**src/wdg_pkg.sv**
```systemverilog
package wdg_pkg;

  localparam int unsigned CLOCK_MHZ          = 250;
  localparam int unsigned DEC_PERIOD_CYCLES  = 3072;
  localparam int unsigned TIMEOUT_STEPS      = 64;
  localparam int unsigned RESET_PULSE_NS     = 500;
  localparam int unsigned RESET_PULSE_CYCLES = (RESET_PULSE_NS * CLOCK_MHZ + 999) / 1000;

  localparam int unsigned COUNT_W  = 7;
  localparam int unsigned EVT_W    = 3;

  // watchdog_count_register layout
  localparam int unsigned ACT_POS  = 0;
  localparam int unsigned SR_POS   = 1;
  localparam int unsigned T_LO_POS = 2;
  localparam int unsigned T_HI_POS = 7;
  localparam logic [7:0]  WDG_RESET_VALUE = 8'hFE;

  // register byte offsets
  localparam logic [7:0] OFS_WDG    = 8'h00;
  localparam logic [7:0] OFS_STATUS = 8'h04;
  localparam logic [7:0] OFS_MASK   = 8'h08;
  localparam logic [7:0] OFS_STATE  = 8'h0C;

  // status and mask bit positions
  localparam int unsigned EVT_TIMEOUT = 0;
  localparam int unsigned EVT_SOFT    = 1;
  localparam int unsigned EVT_WRAP    = 2;
  localparam logic [EVT_W-1:0] STATUS_RESET_VALUE = 3'h0;
  localparam logic [EVT_W-1:0] MASK_RESET_VALUE   = 3'h0;

  // state readout bit positions
  localparam int unsigned ST_HW_OPT  = 0;
  localparam int unsigned ST_EXT_OPT = 1;
  localparam int unsigned ST_ACTIVE  = 2;
  localparam int unsigned ST_WAIT    = 3;
  localparam int unsigned ST_STOP    = 4;
  localparam int unsigned ST_NMI     = 5;

  typedef enum logic [1:0]
  {
    PM_RUN  = 2'b00,
    PM_WAIT = 2'b01,
    PM_STOP = 2'b10
  } pm_t;

  typedef struct packed
  {
    logic        hsel;
    logic [31:0] haddr;
    logic [1:0]  htrans;
    logic        hwrite;
    logic [2:0]  hsize;
    logic        hready;
    logic [31:0] hwdata;
  } ahb_req_t;

  typedef struct packed
  {
    logic        hreadyout;
    logic        hresp;
    logic [31:0] hrdata;
  } ahb_rsp_t;

  function automatic logic [5:0] rev6(input logic [5:0] v);
    rev6 = {v[0], v[1], v[2], v[3], v[4], v[5]};
  endfunction

endpackage

```
**src/wdg_prescaler.sv**
```systemverilog
`timescale 1ns/1ns
module wdg_prescaler
#(
  parameter int unsigned DIV = wdg_pkg::DEC_PERIOD_CYCLES
)
(
  input  wire logic i_clock,
  input  wire logic i_rst,
  input  wire logic i_run,
  output logic      o_tick
);
  import wdg_pkg::*;

  localparam int unsigned CW = $clog2(DIV);
  localparam logic [CW-1:0] LAST = CW'(DIV - 1);

  typedef struct packed
  {
    logic [CW-1:0] cnt;
    logic          tick;
  } pre_t;

  pre_t s_reg;
  pre_t s_next;

  // halted while frozen, so a stop resumes mid-period
  always_comb
  begin
    s_next      = s_reg;
    s_next.tick = 1'b0;
    if (i_run)
    begin
      if (s_reg.cnt == LAST)
      begin
        s_next.cnt  = '0;
        s_next.tick = 1'b1;
      end
      else
      begin
        s_next.cnt = s_reg.cnt + CW'(1);
      end
    end
  end

  always_ff @(posedge i_clock or posedge i_rst)
  begin
    if (i_rst)
      s_reg <= '0;
    else
      s_reg <= s_next;
  end

  assign o_tick = s_reg.tick;
endmodule

```
**src/wdg_reset_pulse.sv**
```systemverilog
`timescale 1ns/1ns
module wdg_reset_pulse
#(
  parameter int unsigned LEN = wdg_pkg::RESET_PULSE_CYCLES
)
(
  input  wire logic i_clock,
  input  wire logic i_rst,
  input  wire logic i_fire,
  output logic      o_reset_n
);
  import wdg_pkg::*;

  localparam int unsigned CW = $clog2(LEN + 1);

  typedef struct packed
  {
    logic [CW-1:0] left;
    logic          pin_n;
  } pulse_t;

  pulse_t s_reg;
  pulse_t s_next;
  logic [CW-1:0] low_cnt;

  always_comb
  begin
    s_next = s_reg;
    if (s_reg.left != '0)
    begin
      s_next.left = s_reg.left - CW'(1);
      if (s_reg.left == CW'(1))
        s_next.pin_n = 1'b1;
    end
    else if (i_fire)
    begin
      s_next.left  = CW'(LEN);
      s_next.pin_n = 1'b0;
    end
  end

  always_ff @(posedge i_clock or posedge i_rst)
  begin
    if (i_rst)
      s_reg <= '{left: '0, pin_n: 1'b1};
    else
      s_reg <= s_next;
  end

  assign o_reset_n = s_reg.pin_n;

  // helper: length of the low pulse
  always_ff @(posedge i_clock or posedge i_rst)
  begin
    if (i_rst)
      low_cnt <= '0;
    else if (!s_reg.pin_n)
      low_cnt <= low_cnt + CW'(1);
    else
      low_cnt <= '0;
  end
endmodule

```
**src/mcu_watchdog_timer.sv**
```systemverilog
// The AHB-Lite register port and the address map were decided locally.
`timescale 1ns/1ns
module mcu_watchdog_timer
(
  input  wire logic              i_clock,
  input  wire logic              i_rst,
  input  wire wdg_pkg::ahb_req_t i_ahb,
  input  wire logic              i_activation_option_bit,
  input  wire logic              i_external_stop_option_bit,
  input  wire logic              i_nmi,
  input  wire logic              i_stop_request,
  input  wire logic              i_wakeup,
  output wdg_pkg::ahb_rsp_t      o_ahb,
  output logic                   o_reset_n,
  output logic                   o_wait_mode,
  output logic                   o_stop_mode,
  output logic                   o_irq
);
  import wdg_pkg::*;

  typedef struct packed
  {
    logic [1:0]         opt_s1;
    logic [1:0]         opt_s2;
    logic               nmi_s1;
    logic               nmi_s2;
    logic               c_bit;
    logic [COUNT_W-1:0] count;
    logic               wr_pend;
    logic [7:0]         wr_addr;
    logic [EVT_W-1:0]   status;
    logic [EVT_W-1:0]   mask;
    pm_t                pm;
    logic               fire;
    logic               irq;
    logic [31:0]        hrdata;
  } wdg_state_t;

  localparam logic [COUNT_W-1:0] COUNT_RESET =
    {WDG_RESET_VALUE[SR_POS], rev6(WDG_RESET_VALUE[T_HI_POS:T_LO_POS])};

  wdg_state_t s_reg;
  wdg_state_t s_next;

  logic tick;
  logic busy;
  logic hw_opt;
  logic ext_opt;
  logic active;
  logic active_next;
  logic take;
  logic wr_wdg;
  logic [7:0] wdata;
  logic [EVT_W-1:0] evt_set;
  logic [EVT_W-1:0] evt_clr;

  function automatic logic [7:0] wdg_view(input logic [COUNT_W-1:0] cnt, input logic act);
    wdg_view = {rev6(cnt[5:0]), cnt[6], act};
  endfunction

  function automatic logic [31:0] read_mux(input wdg_state_t st, input logic [7:0] a,
                                           input logic act);
    read_mux = 32'h0000_0000;
    if (a == OFS_WDG)
      read_mux[7:0] = wdg_view(st.count, act);
    else if (a == OFS_STATUS)
      read_mux[EVT_W-1:0] = st.status;
    else if (a == OFS_MASK)
      read_mux[EVT_W-1:0] = st.mask;
    else if (a == OFS_STATE)
    begin
      read_mux[ST_HW_OPT]  = st.opt_s2[0];
      read_mux[ST_EXT_OPT] = st.opt_s2[1];
      read_mux[ST_ACTIVE]  = act;
      read_mux[ST_WAIT]    = st.pm == PM_WAIT;
      read_mux[ST_STOP]    = st.pm == PM_STOP;
      read_mux[ST_NMI]     = st.nmi_s2;
    end
  endfunction

  wdg_prescaler
  #(
    .DIV (DEC_PERIOD_CYCLES)
  )
  u_prescaler
  (
    .i_clock (i_clock),
    .i_rst   (i_rst),
    .i_run   ((s_reg.pm != PM_STOP) && !busy),
    .o_tick  (tick)
  );

  wdg_reset_pulse
  #(
    .LEN (RESET_PULSE_CYCLES)
  )
  u_reset_pulse
  (
    .i_clock   (i_clock),
    .i_rst     (i_rst),
    .i_fire    (s_reg.fire),
    .o_reset_n (o_reset_n)
  );

  assign busy = !o_reset_n;

  always_comb
  begin
    s_next        = s_reg;
    s_next.opt_s1 = {i_external_stop_option_bit, i_activation_option_bit};
    s_next.opt_s2 = s_reg.opt_s1;
    s_next.nmi_s1 = i_nmi;
    s_next.nmi_s2 = s_reg.nmi_s1;
    s_next.fire   = 1'b0;
    hw_opt        = s_reg.opt_s2[0];
    ext_opt       = s_reg.opt_s2[1];
    active        = s_reg.c_bit | hw_opt;
    evt_set       = '0;
    evt_clr       = '0;

    // bus address phase
    take           = i_ahb.hsel && i_ahb.htrans[1] && i_ahb.hready;
    s_next.wr_pend = take && i_ahb.hwrite;
    s_next.wr_addr = i_ahb.haddr[7:0];
    wdata          = i_ahb.hwdata[7:0];
    wr_wdg         = s_reg.wr_pend && (s_reg.wr_addr == OFS_WDG);

    // counter, frozen in stop and during the reset pulse
    if (tick && s_reg.pm != PM_STOP && !busy)
    begin
      s_next.count = s_reg.count - 7'h01;
      if (!active && s_reg.count == 7'h00)
        evt_set[EVT_WRAP] = 1'b1;
    end

    // data phase writes win over the decrement
    if (wr_wdg)
    begin
      s_next.count = {wdata[SR_POS], rev6(wdata[T_HI_POS:T_LO_POS])};
      if (wdata[ACT_POS])
        s_next.c_bit = 1'b1;
    end
    else if (s_reg.wr_pend && s_reg.wr_addr == OFS_STATUS)
    begin
      evt_clr = wdata[EVT_W-1:0];
    end
    else if (s_reg.wr_pend && s_reg.wr_addr == OFS_MASK)
    begin
      s_next.mask = wdata[EVT_W-1:0];
    end

    // expiry or software reset once armed
    active_next = s_next.c_bit | hw_opt;
    if (active_next && !s_next.count[6] && !busy)
    begin
      s_next.fire  = 1'b1;
      s_next.count = COUNT_RESET;
      s_next.c_bit = 1'b0;
      s_next.pm    = PM_RUN;
      if (wr_wdg)
        evt_set[EVT_SOFT] = 1'b1;
      else
        evt_set[EVT_TIMEOUT] = 1'b1;
    end
    else if (i_wakeup)
    begin
      s_next.pm = PM_RUN;
    end
    else if (i_stop_request && s_reg.pm == PM_RUN)
    begin
      if (!active)
        s_next.pm = PM_STOP;
      else if (ext_opt && s_reg.nmi_s2)
        s_next.pm = PM_STOP;
      else
        s_next.pm = PM_WAIT;
    end

    // set wins over a write-one clear
    s_next.status = (s_reg.status & ~evt_clr) | evt_set;
    s_next.irq    = |(s_next.status & s_next.mask);
    // read data from next values so a write just before shows up
    s_next.hrdata = read_mux(s_next, i_ahb.haddr[7:0], active_next);
  end

  always_ff @(posedge i_clock or posedge i_rst)
  begin
    if (i_rst)
    begin
      s_reg         <= '0;
      s_reg.count   <= COUNT_RESET;
      s_reg.c_bit   <= WDG_RESET_VALUE[ACT_POS];
      s_reg.status  <= STATUS_RESET_VALUE;
      s_reg.mask    <= MASK_RESET_VALUE;
      s_reg.pm      <= PM_RUN;
    end
    else
    begin
      s_reg <= s_next;
    end
  end

  assign o_ahb.hreadyout = 1'b1;
  assign o_ahb.hresp     = 1'b0;
  assign o_ahb.hrdata    = s_reg.hrdata;
  assign o_wait_mode     = s_reg.pm[0];
  assign o_stop_mode     = s_reg.pm[1];
  assign o_irq           = s_reg.irq;
endmodule

```
**config.mk**
```make
export PLATFORM = sky130hd
export DESIGN_NAME = mcu_watchdog_timer
export DESIGN_NICKNAME = d
export VERILOG_FILES = /design/src/wdg_pkg.sv /design/src/wdg_prescaler.sv /design/src/wdg_reset_pulse.sv /design/src/mcu_watchdog_timer.sv
export SDC_FILE = /design/constraint.sdc
export NUM_CORES = 1
export LEC_CHECK = 0
export BUFFER_PORTS_ARGS = -buffer_cell sky130_fd_sc_hd__buf_2
export CAP_MARGIN = 20
export CORE_MARGIN = 3
export CORE_UTILIZATION = 28
export DETAILED_ROUTE_END_ITERATION = 10
export GPL_TIMING_DRIVEN = 0
export PLACE_DENSITY = 0.62
export SLEW_MARGIN = 20
export SYNTH_ARGS = -nofsm -noshare
export SYNTH_HDL_FRONTEND = slang
export SYNTH_SLANG_ARGS = --single-unit
```
**constraint.sdc**
```tcl
create_clock -name i_clock -period 3.8 [get_ports i_clock]
set_input_delay 0.76 -clock i_clock [delete_from_list [all_inputs] [get_ports i_clock]]
set_output_delay 0.76 -clock i_clock [all_outputs]
set_load 0.02 [all_outputs]
```
==> results.yml, run 1 <==
logic_synthesis:
  seq_area_frac_synth_pct: 51.15
  yosys_warnings: 0
  yosysMostFrequentCell: "dfrtp_1"
  synth_top_area_cell: "dfrtp_1"
  syn_area_sq_um: 3053
  synth_top_family_by_area: "simple AND/OR/NAND/NOR gates"
  yosys.area_share.simple_pct: 17.01
  ys_ff_latch: 62
  ys_types: 51
  synth_compound_area_share_pct: 9.631
  synth-main-ff-cell: "dfrtp_1"
  netlist_top_cells_count: "dfrtp_1, buf_4, nand2_1"
  synth_top_area_share_pct: 44.26
  syn-instance-count: 288
  synth_async_sr_flop_share_pct: 100.0
  syn_avg_cell_area_sq_um: 10.60
  synth_edf_count: 0
  synth_xor_area_share_pct: 4.877
  synthMuxAreaShare_pct: 3.893
  synthAdderAreaFrac_pct: 2.049
  synth_area_leaders: "dfrtp_1, buf_4, dfstp_2, nand2_1, xnor2_1"
timing:
  hold_viol: 0
  finClkSkew_ps: 6.416
  tightest_slew_ps: 593.6
  worst_slack_ps: 1292
  rsz0062_at_grt: "no"
  tns_ps: 0
  slew-limit-headroom_pct: 60.12
  min_period_over_period_pct: 66.00
  max_freq_ghz: 0.3987
  finalCriticalPeriod_ps: 2508
  setup_viol: 0
  slew_viol_final: 0
job:
  maxCapViolations: 0
critical_path:
  cp_slowest_stage_delay_ps: 530
  crit_type: "in2reg"
  worstPathRequired_ps: 4030
  crit_path_start_kind: "input port"
  crit_fanout: 5
  r2r_cells: 7
  r2r_setup_slack_ps: 1410
  critPathCaptureType: "flip-flop"
  cp_top_family: "simple AND/OR/NAND/NOR gates"
  crit_slowest_cell: "or4_1"
  cp_num_buf_inv: 1
  crit_chain: "buf_2 -> or4_1 -> nor3_1 -> nand3_1 -> or3_1 -> o32ai_1"
  r2r_end: "o_ahb[4]"
  crit_start: "i_ahb[46]"
  arrival_ps: 2740
  crit-reg2reg-launch: "u_reset_pulse.o_reset_n"
die:
  io_pins: 117
  core_area_sq_um: 10460
  die_y_um: 110.4
  dieArea_sq_um: 12190
  start_util_pct: 29.18
  die_w_um: 110.4
  rows: 37
drt:
  via_per_inst: 4.312
  vias: 2169
  wire_per_inst_um: 12.30
  drc: 0
  drt_iter0_drc: 112
  routed_wl_um: 6187
  dr.pass1.iters: 4
  antenna_left: 0
clocking:
  h-tree-depth: 3
  clkSlewWorstSetupHoldPaths_ps: 70
  cts_buffers: 9
  cts_resized: 0
  cts_setup_buffers: 0
  clkLatencyLatePin_ps: 340
  tritoncts: "built"
  cts_root_buf: "clkbuf_8"
  clock_sinks: 62
  clk_path_buf_depth: 2
  postCtsHoldBufs: 0
global_routing:
  grt_pass1_wl_um: 10760
  grt_util_all_layers_pct: 10.85
  overflow: 0
  antenna_found_initial: 0
  grt_pass1_vias: 2208
  grt_max_degree: 57
final_layout:
  diodes: 0
  largest_register_ffs: 25
  synthToLayoutAreaGrowth_pct: 23.36
  drive_above_1_share_pct: 31.88
  nNetsFinal: 446
min_path:
  worst_hold_path_type: "in2async"
power:
  ir_drop_mv: 0.1358
  p_leak_nw: 1.882
  power_density_nw_per_um2: 390.3
  power.total_mw: 1.470
placed_design:
  dpl.hpwl_um: 4587
  port_buffers: 38
  place_congestion: 0.8293
  place_ws_ps: 962.5
outcome:
  status: "finished, final reports clean"
cell families (layout without fill, tap and decap cells):
| logic type | Yosys count | after routing |
|---|---|---|
| AO/OA/AOI/OAI | 44 | 44 |
| XOR/XNOR | 17 | 17 |
| buffers and inverters | 56 | 111 |
| other | 2 | 26 |
| multiplexers | 10 | 10 |
| flip-flops | 62 | 62 |
| AND/OR/NAND/NOR | 92 | 92 |
| adder cells (fa/ha/maj) | 5 | 5 |
through the flow:
step                util, %  hold WS [ps]  area [sq um]  std cells
finish                36.00         306.4          3766        503
detailed placement    33.77         362.1          3533        487
global placement      33.48         367.0          3503        486
global route          36.00         289.4          3766        503
floorplan                 -         348.9          3143        312
CTS                   36.00         288.7          3766        503
cell type report:
class	count	area (sq um)
buffer	37	266.5
sequential	62	1562
clock inverter	5	81.33
multi-input combinational	194	1241
clock buffer	11	151.4
inverter	19	76.32
timing repair buffer	39	217.7
fill	1084	6696
tap	136	170.2
worst max-delay path by stage:
stage,endpoint,slack [ps],cells after the start
after global routing,o_ahb[3],1130,6
after CTS,o_ahb[4],1330,6
after global placement,u_reset_pulse.s_reg[4],730,2
after detailed placement,o_ahb[4],960,6
after floorplan,o_ahb[4],1440,5
final,o_ahb[4],1290,6
metal layers:
| metal | track usage, % | part of all wire [%] | vias to the layer above |
|---|---|---|---|
| li1 | - | - | 1087 |
| met1 | 14.01 | 46 | 1007 |
| met2 | 16.99 | 47 | 67 |
| met3 | 3.178 | 5.5 | 8 |
| met4 | 4.516 | 1.5 | 0 |
| met5 | 0 | 0 | - |
where the power goes:
group / total, mW / internal (mW) / switching (mW)
Clock: 0.669 / 0.405 / 0.263
Combinational: 0.116 / 0.0483 / 0.0673
Sequential: 0.686 / 0.676 / 0.0104
Total: 1.47 / 1.13 / 0.341
cell usage in the layout, fill, tap and decap left out, types with 2 or more instances in the layout:
master and instances:
nor4_1 2, dfrtp_1 54, a21oi_1 15, mux2_2 5, bufinv_16 2, buf_4 34
or3_1 2, buf_2 38, nor3_1 11, clkbuf_8 11, clkbuf_1 3, o22ai_1 2
ha_1 5, o32ai_1 2, a211oi_1 3, nand2_1 21, and4_1 4, nand3_1 8
nor2_1 16, nand4_1 4, inv_1 17, a21o_1 2, xor2_1 8, and3_1 4
nor2b_1 3, mux2i_1 4, or2_2 2, inv_4 2, a31oi_1 3, o21ai_0 8
or2b_1 2, xnor2_1 9, nand2b_1 2, conb_1 26, dfstp_2 8, and2_2 3
Note: power is estimated with default switching activity, not from simulation.
==> run 2, diff against run 1 <==
==> constraint.sdc (replaced) <==
create_clock -name i_clock -period 2.49 [get_ports i_clock]
set_input_delay 0.498 -clock i_clock [delete_from_list [all_inputs] [get_ports i_clock]]
set_output_delay 0.498 -clock i_clock [all_outputs]
set_load 0.02 [all_outputs]
==> run 2 against run 1 <==
Non-clock buffer count grew 1. Power grew 53%. Die area unchanged. Critical endpoint unchanged. Count of clock-buffer cells in the layout unchanged. Critical path type is now reg2reg. Global-route usage unchanged.
==> results.yml, run 2 (synthesis gave the netlist of run 1 again) <==
timing:
  fin_hold_ws_ps: 41.90
  slew-limit-headroom_pct: 59.86
  tightest_slew_ps: 597.5
  max_freq_ghz: 0.4393
  slew_viol_final: 0
  rsz0062_at_grt: "no"
  finClkSkew_ps: 6.844
  setup_viol: 0
  finalCriticalPeriod_ps: 2276
  min_period_over_period_pct: 91.42
  worst_slack_ps: 213.6
  hold_viol: 0
drt:
  drc: 0
  dr.pass1.iters: 4
  via_per_inst: 4.353
  antenna_left: 0
  wire_per_inst_um: 12.31
  drt_iter0_drc: 112
  vias: 2194
  routed_wl_um: 6205
clocking:
  tritoncts: "built"
  postCtsHoldBufs: 0
  cts_root_buf: "clkbuf_8"
  clock_sinks: 62
  clkSlewWorstSetupHoldPaths_ps: 70
  cts_buffers: 9
  h-tree-depth: 3
  clkLatencyLatePin_ps: 340
  clk_path_buf_depth: 2
critical_path:
  worstPathRequired_ps: 2730
  arrival_ps: 2510
  critPathCaptureType: "flip-flop"
  crit_type: "reg2reg"
  r2r_end: "o_ahb[4]"
  r2r_cells: 7
  crit_path_start_kind: "flip-flop"
  r2r_setup_slack_ps: 210
  crit-reg2reg-launch: "u_reset_pulse.o_reset_n"
  crit_fanout: 9
power:
  power_density_nw_per_um2: 593.7
  power.total_mw: 2.247
  ir_drop_mv: 0.2101
  p_leak_nw: 1.888
final_layout:
  diodes: 0
  fillers: 1083
  drive_above_1_share_pct: 32.34
  largest_register_ffs: 25
  stdcell_area_sq_um: 3785
  final_cell_mix: "dfrtp_1, buf_2, buf_4, conb_1, nand2_1"
  nNetsFinal: 447
  postLayoutCoreUtil_pct: 36.18
  layout_commonest_cell: "dfrtp_1"
  synthToLayoutAreaGrowth_pct: 23.98
global_routing:
  overflow: 0
  antenna_found_initial: 0
  grt_pass1_vias: 2208
  grt_max_degree: 57
  grt_util_all_layers_pct: 10.85
  grt_pass1_wl_um: 10760
placed_design:
  place_congestion: 0.8293
  port_buffers: 38
  dpl.hpwl_um: 4587
  place_ws_ps: -85.49
  placed_area_sq_um: 3533
job:
  maxCapViolations: 0
die:
  die_y_um: 110.4
  die_w_um: 110.4
  dieArea_sq_um: 12190
  rows: 37
  start_util_pct: 29.18
  core_area_sq_um: 10460
  io_pins: 117
min_path:
  worst_hold_path_type: "in2async"
outcome:
  status: "finished, final reports clean"
-- run 2: final cells by class --
| type | instances | area (sq um) | share of cell area [%] |
|---|---|---|---|
| Timing Repair Buffer | 40 | 225.2 | 5.950 |
| Clock buffer | 11 | 151.4 | 4.000 |
| Tap cell | 136 | 170.2 | 4.496 |
| Buffer | 37 | 266.5 | 7.041 |
| Clock inverter | 5 | 81.33 | 2.149 |
| Sequential cell | 62 | 1562 | 41.26 |
| Inverter | 19 | 76.32 | 2.017 |
| Multi-Input combinational cell | 194 | 1252 | 33.09 |
-- run 2: worst max path at each step --
stage	startpoint	endpoint	slack, ps	depth (start not counted)
2_1_floorplan	u_reset_pulse.o_reset_n	o_ahb[4]	300	7
4_1_cts	u_reset_pulse.o_reset_n	o_ahb[4]	90	7
5_1_grt	u_reset_pulse.o_reset_n	o_ahb[3]	30	7
6_report	u_reset_pulse.o_reset_n	o_ahb[4]	210	7
3_3_place_gp	i_rst	u_reset_pulse.s_reg[4]	-320	2
3_5_place_dp	i_ahb[46]	o_ahb[4]	-90	6
-- run 2: metal layers --
| metal | wire length [um] | share of wire (%) | global-route usage, % | vias up |
|---|---|---|---|---|
| met4 | 122 | 2.0 | 4.516 | 0 |
| met5 | 0 | 0 | 0 | - |
| met3 | 386 | 6.2 | 3.178 | 10 |
| met1 | 2776 | 45 | 14.01 | 1020 |
| met2 | 2920 | 47 | 16.99 | 77 |
| li1 | - | - | - | 1087 |
-- run 2: power breakdown --
group / leakage [nW] / internal [mW] / total, mW / switching (mW)
Clock: 0.116 / 0.618 / 1.02 / 0.405
Combinational: 0.988 / 0.0738 / 0.176 / 0.102
Sequential: 0.784 / 1.03 / 1.05 / 0.0163
Total: 1.89 / 1.72 / 2.25 / 0.524
-- run 2: what timing repair did --
item                       4_1_cts  5_1_grt
setup buffers                    0        1
gates resized for setup          0        2
setup endpoints to repair        0        3
-- run 2: critical path, stage by stage, from the launching register on --
cell	delay [ps]
dfstp_2	620
and2_2	210
nand3_1	120
o211a_2	320
o21bai_4	160
inv_4	90
or3_1	370
o32ai_1	270
-- run 2: per-stage QoR --
stage | setup TNS (ps) | instances
floorplan | 0 | 312
global placement | -17220 | 486
detailed placement | -153.9 | 487
CTS | 0 | 503
global route | 0 | 504
finish | 0 | 504
